**config.mk**
```make
export PLATFORM = sky130hd
export DESIGN_NAME = leb_ctrl
export DESIGN_NICKNAME = d
export VERILOG_FILES = /design/src/verilog/leb_pkg.sv /design/src/verilog/leb_sync_if.sv /design/src/verilog/leb_sync.sv /design/src/verilog/leb_ctrl.sv
export SDC_FILE = /design/constraint.sdc
export NUM_CORES = 1
export LEC_CHECK = 0
export ABC_AREA = 1
export BUFFER_PORTS_ARGS = -buffer_cell sky130_fd_sc_hd__buf_2
export CAP_MARGIN = 20
export CORE_UTILIZATION = 55
export DETAILED_ROUTE_END_ITERATION = 8
export PLACE_DENSITY = 0.8
export SETUP_SLACK_MARGIN = 0.15
export SYNTH_ARGS = -nofsm -noshare
export SYNTH_HDL_FRONTEND = slang
export SYNTH_SLANG_ARGS = --single-unit
```
**constraint.sdc**
```tcl
create_clock -name sys_clk -period 2.1 [get_ports sys_clk]
set_clock_uncertainty 0.1 [all_clocks]
set_input_delay 0.315 -clock sys_clk [delete_from_list [all_inputs] [get_ports sys_clk]]
set_output_delay 0.315 -clock sys_clk [all_outputs]
set_load 0.02 [all_outputs]
```
**src/verilog/leb_pkg.sv**
```systemverilog
// Package of constants for the leading-edge blanking control block
package leb_pkg;
   // Register byte offsets
   localparam logic [11:0] LEB_CTRL_OFF = 12'h000;
   localparam logic [11:0] LEB_PERIOD_OFF = 12'h004;
   localparam logic [11:0] LEB_AUX_OFF = 12'h008;
   localparam logic [11:0] LEB_STAT_OFF = 12'h00c;
   // Field positions in the control register
   localparam int LEB_HI_RISE_POS = 15;
   localparam int LEB_HI_FALL_POS = 14;
   localparam int LEB_LO_RISE_POS = 13;
   localparam int LEB_LO_FALL_POS = 12;
   localparam int LEB_FAULT_EN_POS = 11;
   localparam int LEB_CURLIM_EN_POS = 10;
   localparam int LEB_SEL_HIGH_POS = 5;
   localparam int LEB_SEL_LOW_POS = 4;
   localparam int LEB_HI_HIGH_POS = 3;
   localparam int LEB_HI_LOW_POS = 2;
   localparam int LEB_LO_HIGH_POS = 1;
   localparam int LEB_LO_LOW_POS = 0;
   // Implemented bits of the control register
   localparam logic [15:0] LEB_CTRL_MASK = 16'hfc3f;
   // Reset values, then the source select width and source count
   localparam logic [15:0] LEB_CTRL_RST = 16'h0000;
   localparam logic [15:0] LEB_PERIOD_RST = 16'h0000;
   localparam logic [1:0] LEB_AUX_RST = 2'h0;
   localparam logic [15:0] LEB_CNT_RST = 16'h0000;
   localparam int LEB_SRC_W = 2;
   localparam int LEB_SRC_N = 4;
endpackage

```
**src/verilog/leb_sync_if.sv**
```systemverilog
// Interface carrying raw and synchronised channel pins
`timescale 1ns/10ps
interface leb_sync_if;
   logic [3:0] raw;
   logic [3:0] synced;
   modport src(output raw, input synced);
   modport snk(input raw, output synced);
endinterface

```
**src/verilog/leb_sync.sv**
```systemverilog
// Two-stage synchroniser for the channel input pins
`timescale 1ns/10ps
module leb_sync (
   input wire logic sys_clk, // Clock
   input wire logic reset, // Sync reset
   input wire logic clk_en, // Clock enable
   leb_sync_if.snk sp // Pin group
);
   import leb_pkg::*;
   typedef struct packed {
      logic [3:0] s1;
      logic [3:0] s2;
   } leb_sync_st_t;
   leb_sync_st_t st_reg;
   leb_sync_st_t st_next;
   always_comb begin
      st_next = st_reg;
      st_next.s1 = sp.raw;
      st_next.s2 = st_reg.s1;
   end
   always_ff @(posedge sys_clk) begin
      if (reset) begin
         st_reg <= '0;
      end else if (clk_en) begin
         st_reg <= st_next;
      end
   end
   assign sp.synced = st_reg.s2;
endmodule

```
**src/verilog/leb_ctrl.sv**
```systemverilog
// Leading-edge blanking control for one PWM channel, APB slave
// Functional notes
// - High-side rising edge starts blanking counter when its trigger bit set.
// - High-side falling edge starts blanking counter when its trigger bit set.
// - Low-side rising edge starts blanking counter when its trigger bit set.
// - Low-side falling edge starts blanking counter when its trigger bit set.
// - Fault blank enable masks the fault input during blanking.
// - Current-limit blank enable masks the current-limit input during blanking.
// - Blank inputs while selected blanking signal is high.
// - Blank inputs while selected blanking signal is low.
// - Blank inputs while high-side output is high.
// - Blank inputs while low-side output is low.
// - Unused control bits ignore writes and read zero.
// - Implemented control bits are read/write and reset to zero.
// - Blanking signal source picked by a select field in an auxiliary register.
//
// Added by the designer: the APB interface to the registers and the register offsets.
`timescale 1ns/10ps
module leb_ctrl (
   input wire logic sys_clk, // 100 MHz clock
   input wire logic reset, // Sync reset, active high
   input wire logic clk_en, // Freezes all state when low
   input wire logic psel, // APB select
   input wire logic penable, // APB enable
   input wire logic pwrite, // APB direction
   input wire logic [11:0] paddr, // APB byte address
   input wire logic [31:0] pwdata, // APB write data
   output logic [31:0] prdata, // APB read data
   output logic pready, // APB ready
   output logic pslverr, // APB error
   input wire logic high_side_output, // High-side PWM pin
   input wire logic low_side_output, // Low-side PWM pin
   input wire logic fault_in, // Selected fault input
   input wire logic curlim_in, // Selected current-limit input
   input wire logic [3:0] blank_src_in, // Candidate blanking signals
   output logic fault_out, // Fault after blanking
   output logic curlim_out, // Current limit after blanking
   output logic blank_active // Blanking in force
);
   import leb_pkg::*;

   typedef struct packed {
      logic [15:0] ctrl;
      logic [15:0] period;
      logic [LEB_SRC_W-1:0] blank_source_select;
      logic [15:0] cnt;
      logic hi_d;
      logic lo_d;
      logic [31:0] prdata;
      logic pready;
      logic pslverr;
      logic fault_out;
      logic curlim_out;
      logic blank_active;
   } leb_st_t;

   leb_st_t st_reg;
   leb_st_t st_next;
   leb_sync_if sif();

   // Bit order: fault, current limit, high side, low side
   assign sif.raw = {fault_in, curlim_in, high_side_output, low_side_output};

   leb_sync u_sync (
      .sys_clk(sys_clk),
      .reset(reset),
      .clk_en(clk_en),
      .sp(sif.snk)
   );

   // Blanking sources also come from pins, so they get their own stages
   logic [3:0] src_s1_reg;
   logic [3:0] src_s2_reg;
   always_ff @(posedge sys_clk) begin
      if (reset) begin
         src_s1_reg <= 4'h0;
         src_s2_reg <= 4'h0;
      end else if (clk_en) begin
         src_s1_reg <= blank_src_in;
         src_s2_reg <= src_s1_reg;
      end
   end

   function automatic logic rd_hit(input logic [11:0] a, input logic [11:0] off);
      rd_hit = (a == off);
   endfunction

   logic hi_s;
   logic lo_s;
   logic flt_s;
   logic cl_s;
   logic edge_trig;
   logic sel_sig;
   logic state_blank;
   logic cnt_blank;
   logic blank_any;
   logic acc;
   logic mapped;

   always_comb begin
      hi_s = sif.synced[1];
      lo_s = sif.synced[0];
      flt_s = sif.synced[3];
      cl_s = sif.synced[2];
      edge_trig = (st_reg.ctrl[LEB_HI_RISE_POS] && hi_s && !st_reg.hi_d) ||
         (st_reg.ctrl[LEB_HI_FALL_POS] && !hi_s && st_reg.hi_d) ||
         (st_reg.ctrl[LEB_LO_RISE_POS] && lo_s && !st_reg.lo_d) ||
         (st_reg.ctrl[LEB_LO_FALL_POS] && !lo_s && st_reg.lo_d);
      sel_sig = src_s2_reg[st_reg.blank_source_select];
      state_blank = (st_reg.ctrl[LEB_SEL_HIGH_POS] && sel_sig) ||
         (st_reg.ctrl[LEB_SEL_LOW_POS] && !sel_sig) ||
         (st_reg.ctrl[LEB_HI_HIGH_POS] && hi_s) ||
         (st_reg.ctrl[LEB_HI_LOW_POS] && !hi_s) ||
         (st_reg.ctrl[LEB_LO_HIGH_POS] && lo_s) ||
         (st_reg.ctrl[LEB_LO_LOW_POS] && !lo_s);
      cnt_blank = (st_reg.cnt != LEB_CNT_RST) || (edge_trig && st_reg.period != LEB_PERIOD_RST);
      blank_any = cnt_blank || state_blank;
      acc = psel && penable;
      mapped = rd_hit(paddr, LEB_CTRL_OFF) || rd_hit(paddr, LEB_PERIOD_OFF) ||
         rd_hit(paddr, LEB_AUX_OFF) || rd_hit(paddr, LEB_STAT_OFF);

      st_next = st_reg;
      st_next.hi_d = hi_s;
      st_next.lo_d = lo_s;
      // A new edge restarts the count, so overlapping edges stretch the window
      if (edge_trig) begin
         st_next.cnt = st_reg.period;
      end else if (st_reg.cnt != LEB_CNT_RST) begin
         st_next.cnt = st_reg.cnt - 16'h0001;
      end
      st_next.fault_out = flt_s && !(blank_any && st_reg.ctrl[LEB_FAULT_EN_POS]);
      st_next.curlim_out = cl_s && !(blank_any && st_reg.ctrl[LEB_CURLIM_EN_POS]);
      st_next.blank_active = blank_any;

      st_next.pready = 1'b0;
      st_next.pslverr = 1'b0;
      // Answer takes one wait state; pready drops after each access
      if (psel && !penable) begin
         st_next.pready = 1'b0;
      end else if (acc && !st_reg.pready) begin
         st_next.pready = 1'b1;
         st_next.pslverr = !mapped;
         st_next.prdata = 32'h0000_0000;
         if (pwrite) begin
            if (rd_hit(paddr, LEB_CTRL_OFF)) begin
               st_next.ctrl = pwdata[15:0] & LEB_CTRL_MASK;
            end
            if (rd_hit(paddr, LEB_PERIOD_OFF)) begin
               st_next.period = pwdata[15:0];
            end
            if (rd_hit(paddr, LEB_AUX_OFF)) begin
               st_next.blank_source_select = pwdata[LEB_SRC_W-1:0];
            end
         end else begin
            case (1'b1)
               rd_hit(paddr, LEB_CTRL_OFF): st_next.prdata = {16'h0000, st_reg.ctrl & LEB_CTRL_MASK};
               rd_hit(paddr, LEB_PERIOD_OFF): st_next.prdata = {16'h0000, st_reg.period};
               rd_hit(paddr, LEB_AUX_OFF): st_next.prdata = {30'h0000_0000, st_reg.blank_source_select};
               rd_hit(paddr, LEB_STAT_OFF): st_next.prdata = {st_reg.cnt, 13'h0000, st_reg.blank_active,
                  st_reg.curlim_out, st_reg.fault_out};
               default: st_next.prdata = 32'h0000_0000;
            endcase
         end
      end
   end

   always_ff @(posedge sys_clk) begin
      if (reset) begin
         st_reg <= '0;
         st_reg.ctrl <= LEB_CTRL_RST;
         st_reg.period <= LEB_PERIOD_RST;
         st_reg.blank_source_select <= LEB_AUX_RST;
         st_reg.cnt <= LEB_CNT_RST;
      end else if (clk_en) begin
         st_reg <= st_next;
      end
   end

   assign prdata = st_reg.prdata;
   assign pready = st_reg.pready;
   assign pslverr = st_reg.pslverr;
   assign fault_out = st_reg.fault_out;
   assign curlim_out = st_reg.curlim_out;
   assign blank_active = st_reg.blank_active;
endmodule

```
Word-level counts from Yosys, hierarchy flattened

Index checks and enable logic that the tools add are counted.

Register bits after elaboration: 101
Bits of input ports: 58
Logic and storage cells: 88

$add $sub $neg: 1
$lt $le $gt $ge: 1
Eq/ne operators: 3
Mux-type cells: 12
Bitwise logic cells: 1
Reductions and logical operators: 54

Operators by type and width:

| cell                                               | number |
|---|---|
| two-way mux 32 bit                                 | 5 |
| two-way mux 16 bit                                 | 2 |
| nonzero test 16 bit                                | 2 |
| == test 12 x 4 -> 1 bit, second input constant     | 2 |
| logical AND 1 bit                                  | 22 |
| subtractor 16 x 1 -> 16 bit, second input constant | 1 |
| AND reduction 5 bit                                | 3 |
| logical OR 1 bit                                   | 13 |
| == test 12 x 3 -> 1 bit, second input constant     | 1 |
| logical NOT 12 bit                                 | 1 |
| logical NOT 1 bit                                  | 10 |
| < comparator 2 x 3 -> 1 bit, second input constant | 1 |
| two-way mux 1 bit                                  | 3 |
| AND reduction 3 bit                                | 1 |
| binary-select mux 1 bit (select 2 bit)             | 1 |
| two-way mux 2 bit                                  | 1 |
| AND reduction 2 bit                                | 1 |
| nonzero test 2 bit                                 | 1 |
| inverter 1 bit                                     | 1 |

Logic depth before layout (Yosys ltp)

Gate-level depths: netlist (run 1).

Word-level depth: 13
Gate-level depth with buffers: 12

Modules after synthesis

From an unflattened synthesis (run 1), not the netlist that was laid out.

Cells, all modules: 721
Area total of the unflattened synthesis: 4,978.5 µm²

By module, submodules not included:

| module   | times used | cells each | area each (µm²) | sequential area each (µm²) |
|---|---|---|---|---|
| leb_ctrl | 1          | 670        | 4,635.7         | 1,861.8 |
| leb_sync | 1          | 51         | 342.8           | 160.2 |

Worst setup path before layout (run 1)

No wires, ideal clock.

Path type: reg-to-reg
Start point: register st_reg (netlist bit pready)
End point: register st_reg[75] (netlist name)
Setup time: 128 ps
Arrival: 1,398 ps
Path slack: 474 ps
Cell stages (with the launch flop): 9
Path buffers: 1
Cell sequence: dfxtp_1 nand3b_1 nor2_4 inv_2 nor2_2 nand3_1 clkbuf_1 o21ai_1 a21oi_1

Longest elaborated chain between the ends: 3

Ends and longest elaborated chain:

| what                                 | line            | source |
|---|---|---|
| from (decl)                          | leb_ctrl.sv:57  | `leb_st_t st_reg;` |
| from (signal assigned)               | leb_ctrl.sv:175 | `st_reg <= st_next;` |
| logical NOT 1 bit                    | leb_ctrl.sv:140 | `end else if (acc && !st_reg.pready) begin` |
| logical AND 1 bit                    | leb_ctrl.sv:140 |  |
| AND reduction 5 bit (no source line) | --              |  |

Every way passes these cells.
A chain may end at the register's enable or synchronous reset.

Worst setup path in the final report (run 1)

Start point: register u_sync.st_reg (netlist bit u_sync.sp.synced[0])
End point: register st_reg (netlist bit fault_out)

Longest elaborated chain between the ends: 10

Ends and longest elaborated chain:

| what                                                          | line                                              | source |
|---|---|---|
| from (decl)                                                   | leb_sync.sv:14                                    | `leb_sync_st_t st_reg;` |
| from (signal assigned)                                        | leb_sync.sv:25                                    | `st_reg <= st_next;` |
| logical AND 1 bit / logical NOT 1 bit (equally long branches) | leb_ctrl.sv:107, leb_ctrl.sv:108, leb_ctrl.sv:115 |  |
| logical AND 1 bit, on equally long branches                   | leb_ctrl.sv:107, leb_ctrl.sv:108                  |  |
| logical OR 1 bit / logical AND 1 bit (equally long branches)  | leb_ctrl.sv:106, leb_ctrl.sv:108                  |  |
| logical OR 1 bit                                              | leb_ctrl.sv:107                                   | `(st_reg.ctrl[LEB_LO_RISE_POS] && lo_s && !st_reg.lo_d) \|\|` |
| logical AND 1 bit                                             | leb_ctrl.sv:116                                   | `cnt_blank = (st_reg.cnt != LEB_CNT_RST) \|\| (edge_trig && st_reg.period != LEB_PERIOD_RST);` |
| logical OR 1 bit                                              | leb_ctrl.sv:116                                   |  |
| logical OR 1 bit (*)                                          | leb_ctrl.sv:117                                   | `blank_any = cnt_blank \|\| state_blank;` |
| logical AND 1 bit (*)                                         | leb_ctrl.sv:131                                   | `st_next.fault_out = flt_s && !(blank_any && st_reg.ctrl[LEB_FAULT_EN_POS]);` |
| logical NOT 1 bit (*)                                         | leb_ctrl.sv:131                                   |  |
| logical AND 1 bit (*)                                         | leb_ctrl.sv:131                                   |  |

Mark *: on every way between the ends. The rest lies on a longest branch, timed or not.

==> flow_summary.yaml, run 1 <==
outcome:
  status: "finished, final reports clean"
global_routing:
  antenna_found_initial: 0
  track_usage_pct: 26.84
  grt_max_degree: 57
  grt_overflow: 0
  grt_pass1_wl_um: 18860
  grt_pass1_vias: 4169
final_layout:
  syn2layout_area_growth_pct: 9.942
  final_cell_mix: "138 x nand2_1, 101 x dfxtp_1, 95 x a21oi_1"
  layout_commonest_cell: "nand2_1"
  seqCellArea_um2: 2022
  final_area_um2: 5258
  fillCellCount: 792
  nNetsFinal: 800
  multi_input_area_um2: 2121
  drive_gt1_share_pct: 16.64
  largest_reg_flops: 48
  antenna_cells: 0
clock_network:
  clock_latency_ns: 0.36
  clock-sinks: 101
  cts_tree: "built"
  clockBufferDepth: 2
  hold_buffers: 0
  numCtsBuffers: 9
  ctsRootBufferMaster: "clkbuf_8"
  clk_pin_slew_ns: 0.10
  cts_htree_levels: 3
route:
  final_antenna_net_count: 0
  wl_per_cell_um: 13.45
  viasPerCell: 5.242
  drc: 0
  drt-total-wl_um: 11440
  initialDrtViolationCount: 220
  vias: 4456
  firstDrtPassIters: 5
critical_path:
  startpoint_type: "flop"
  critical_path.startpoint: "u_sync.sp.synced[0]"
  crit_end: "fault_out"
  path_class: "flop to flop"
  r2r-end: "fault_out"
  worstPathMaxFanout: 13
  rrSetupSlack_ns: 0.32
  rr_startpoint: "u_sync.sp.synced[0]"
  required_ns: 2.30
  worstPathArrival_ns: 1.97
  cp-end-kind: "flop"
  reg2reg_depth: 11
floorplanning:
  die_x_um: 95.25
  chipHeight_um: 95.25
  design.die.area_um2: 9072
  pin_count: 95
  core_area_um2: 8299
  start_util_pct: 57.62
  rows: 33
synthesis:
  synth.cell_area_um2: 4782
  syn_avg_cell_area_um2: 6.841
  synth_fp_nets: 759
  ys_seq_area_share_pct: 42.28
  ys_seq_elements: 101
  syn-instance-count: 699
  yosysWarningCount: 0
  synthDistinctLibCells: 26
sta:
  grt_setup_unrepaired: "no"
  drv_slew: 0
  setup-violations-final: 0
  worst_slew_pin_slew_ns: 0.4947
  fin_tns_setup_ns: 0
  hold_viol: 0
  final.min_clock_period_ns: 1.780
  period_share_pct: 84.74
  slew_headroom_pct: 67.02
  max_freq_mhz: 561.9
placement:
  place_congestion: 0.8785
  portBuffers: 78
  dp_hpwl_um: 8198
  placed_area_um2: 5045
hold_path:
  hold_path_class: "input port to flop"
pwr:
  power_density_nw_per_um2: 766.4
  leakage_nw: 2.258
  ir_worst_vdd_mv: 0.4553
job:
  max_cap_violations: 0
## metal layers
layer | share of wire [%] | GRT usage, %
met3 | 4.5 | 3.190
met1 | 46 | 34.16
met5 | 0 | 0
met4 | 2.2 | 10.86
met2 | 48 | 45.89
## kinds of logic (layout without fill, tap and decap cells)
group | Yosys count | in the layout | share of synthesized area [%]
simple gates | 282 | 282 | 24.57
flops | 101 | 101 | 42.28
xor+xnor | 4 | 4 | 0.7327
fa+ha+maj | 2 | 2 | 0.5232
compound gates | 176 | 176 | 18.47
buf+inv | 134 | 180 | 13.42
## Yosys cell counts, drive strengths merged
master / n / area [um2]
nand3b: 2 / 15.01
xnor2: 1 / 8.760
o211ai: 1 / 7.510
buf: 42 / 296.5
or2: 1 / 6.260
xor2: 3 / 26.28
inv: 68 / 255.2
ha: 2 / 25.02
clkbuf: 24 / 90.09
nor2: 81 / 316.5
o21ai: 80 / 400.4
a21oi: 95 / 475.5
nand4: 1 / 6.260
nand3: 39 / 195.2
dfxtp: 101 / 2022
nor3: 17 / 101.4
nand2: 141 / 534.3
## critical path, cell delays in order, from the launching register on
cell and delay, ns:
dfxtp_1 0.42, inv_1 0.10, nand2_1 0.07, nand2_1 0.05, nand2_1 0.08, nand2_2 0.15
buf_4 0.22, a21oi_1 0.15, nand2_1 0.11, nand2_1 0.08, nand2_1 0.05, a21oi_1 0.13
## repair_timing
item	CTS	global route
resized for setup	0	2
setup buffers	0	1
hold endpoints to repair	0	0
setup endpoints to repair	0	9
## power by group
part	total (mW)	internal (mW)	switching (mW)
combinational	0.703	0.257	0.446
clock	1.26	0.565	0.697
sequential	2.06	1.99	0.0761
## per-stage QoR
stage	hold WS [ns]	std cells	setup WS, ns	util, %	power [mW]
2_1_floorplan	0.3334	699	0.4740	-	2.587
3_3_place_gp	0.3480	833	0.1957	60.79	2.777
3_5_place_dp	0.3527	833	0.1215	60.79	2.798
4_1_cts	0.05702	849	0.2728	63.18	4.037
5_1_grt	0.06381	850	0.1513	63.35	4.237
6_report	0.06549	850	0.3205	63.35	4.029
## worst min path at each step
stage                          from                 to  slack, ns  cells after the start
global route              curlim_in  u_sync.st_next[2]       0.06                      3
finish              blank_src_in[2]      src_s1_reg[2]       0.07                      3
floorplan                st_reg[73]         st_reg[73]       0.33                      2
detailed placement       prdata[16]         prdata[16]       0.35                      2
global placement         prdata[27]         prdata[27]       0.35                      2
CTS                       curlim_in  u_sync.st_next[2]       0.06                      3
## cell type report
| type | instances | share of cell area [%] |
|---|---|---|
| clock buffer | 10 | 2.427 |
| clock inverter | 6 | 1.356 |
| inverter | 68 | 4.926 |
| multi-input combinational | 464 | 40.34 |
| sequential | 101 | 38.46 |
| tap | 105 | 2.499 |
| timing repair buffer | 96 | 9.995 |
Note: power is estimated with default switching activity, not from simulation.
==> run 2, diff against run 1 <==
clock period = 1.85 ns   (was 2.1 ns; I/O delays follow)
==> run 2 against run 1 <==
Effect of this change:
- worst hold slack worse by 0.035 ns
- cell area up 4.0%
- highest routed layer unchanged
- die area unchanged
- cell count up 1.2%
- critical path type unchanged
- combinational power up 31%
==> flow_summary.yaml, run 2 (same netlist as run 1, synthesis figures left out) <==
critical_path:
  startpoint_type: "flop"
  worstPathMaxFanout: 6
  cp-end-kind: "flop"
  max_stage_delay_ns: 0.38
  path_class: "flop to flop"
  rrSetupSlack_ns: 0.22
  reg2reg_depth: 11
  cp_slowest_cell: "dfxtp_4"
  cp_common_cell: "nand2_2"
  worstPathCellList: "inv_4, ha_4, inv_2, nor3_2, nand2_1, nor2_2, nor2_4, buf_6, nand2_2, nand2_2, a21oi_2"
  r2r-end: "st_reg[50]"
  rr_startpoint: "st_reg[39]"
  required_ns: 2.05
  worstPathArrival_ns: 1.83
clock_network:
  clock_latency_ns: 0.36
  cts_tree: "built"
  cts_htree_levels: 3
  clk_pin_slew_ns: 0.10
  ctsRootBufferMaster: "clkbuf_8"
  clock-sinks: 101
  numCtsBuffers: 9
  clockBufferDepth: 2
pwr:
  sequentialPowerShare_pct: 51.6
  pwr-share-comb_pct: 20.1
  leakage_nw: 2.322
  p_sw_mw: 1.455
  power_density_nw_per_um2: 838.2
  ir_worst_vdd_mv: 0.5311
  internal_power_mw: 3.127
  switching_share_pct: 31.75
  clkPwrFrac_pct: 28.3
global_routing:
  grt_pass1_wl_um: 18660
  track_usage_pct: 26.61
  antenna_found_initial: 0
  grt_pass1_vias: 4031
  grt_overflow: 0
  grt_max_degree: 57
sta:
  final.min_clock_period_ns: 1.629
  fin_hold_ws_ns: 0.03089
  fin_tns_setup_ns: 0
  grt_setup_unrepaired: "yes"
  worst_slew_pin_slew_ns: 0.5168
  slew_headroom_pct: 65.55
  max_freq_mhz: 614.1
  period_share_pct: 88.03
  drv_slew: 0
  hold_viol: 0
  setup-violations-final: 0
route:
  vias: 4602
  viasPerCell: 5.351
  initialDrtViolationCount: 235
  drt-total-wl_um: 11800
  final_antenna_net_count: 0
  firstDrtPassIters: 5
  drc: 0
  wl_per_cell_um: 13.72
floorplanning:
  core_area_um2: 8299
  die_x_um: 95.25
  pin_count: 95
  rows: 33
  start_util_pct: 57.62
  chipHeight_um: 95.25
  design.die.area_um2: 9072
final_layout:
  post-route-util_pct: 65.85
  largest_reg_flops: 48
  layout_commonest_cell: "nand2_1"
  nNetsFinal: 810
  fillCellCount: 762
  final_cell_mix: "135 x nand2_1, 93 x a21oi_1, 92 x dfxtp_1"
  seqCellArea_um2: 2036
  syn2layout_area_growth_pct: 14.29
  antenna_cells: 0
  multi_input_area_um2: 2211
  drive_gt1_share_pct: 22.52
hold_path:
  min-delay-start: "blank_src_in[2]"
  hold_path_class: "input port to flop"
  worstHoldPathCells: 3
  hold_path_end: "src_s1_reg[2]"
job:
  max_cap_violations: 0
placement:
  place_congestion: 0.9111
  dp_hpwl_um: 8191
  portBuffers: 78
outcome:
  status: "finished, final reports clean"
==> run 2: cell types whose count changed in the layout (fill, tap and decap cells not counted), sizes merged <==
cell    delta
buf       +10
bufinv     -1
inv        +1
==> run 2: worst max path at each step <==
stage                      end  slack (ns)  startpoint
global route        st_reg[50]        0.08  st_reg[39]
CTS                 st_reg[46]        0.16  st_reg[39]
floorplan           st_reg[75]        0.22      pready
finish              st_reg[50]        0.22  st_reg[39]
detailed placement   prdata[1]        0.07    paddr[1]
global placement     prdata[1]        0.13    paddr[1]
==> run 2: per-stage QoR <==
stage	area [um2]	worst slack (ns)	instances	total power, mW
4_1_cts	5290	0.1592	853	4.456
2_1_floorplan	4782	0.2240	699	2.936
3_3_place_gp	5112	0.1297	837	3.168
3_5_place_dp	5112	0.06767	837	3.189
5_1_grt	5465	0.07879	860	4.818
6_report	5465	0.2215	860	4.581
==> run 2: metal layers <==
layer	vias up	GRT usage [%]	share of wire (%)
li1	2329	-	-
met1	2109	34.91	45
met2	139	43.87	48
met3	25	3.190	4.9
met4	0	11.49	2.5
met5	-	0	0
==> run 2: power by group through the flow <==
stage          Combinational [mW]  Clock, mW  Sequential, mW
2_1_floorplan               0.561          0            2.38
3_3_place_gp                0.780          0            2.39
3_5_place_dp                0.798          0            2.39
4_1_cts                     0.807       1.31            2.34
5_1_grt                      1.05       1.40            2.37
6_report                    0.923       1.30            2.36
==> run 2: what timing repair did <==
action | 4_1_cts | 5_1_grt
pin swaps | 0 | 9
setup endpoints to repair | 5 | 25
hold buffers | 0 | 0
resized for setup | 2 | 58
gates cloned | 0 | 2
buffers inserted | 0 | 5
==> run 2: area by class of cell <==
| class | instances | share of cell area [%] |
|---|---|---|
| Clock buffer | 10 | 2.335 |
| Tap cell | 105 | 2.404 |
| Multi-Input combinational cell | 464 | 40.45 |
| Sequential cell | 101 | 37.25 |
| Clock inverter | 6 | 0.8471 |
| Timing Repair Buffer | 106 | 11.95 |
| Inverter | 68 | 4.762 |
==> run 2: critical path: cells and delay by family, from the launching register on <==
family,cells,cell delay (ns)
AOI/OAI and AO/OA,1,0.12
adders and majority gates,1,0.12
buffers and inverters,3,0.24
DFF,1,0.38
and+or+nand+nor,6,0.58
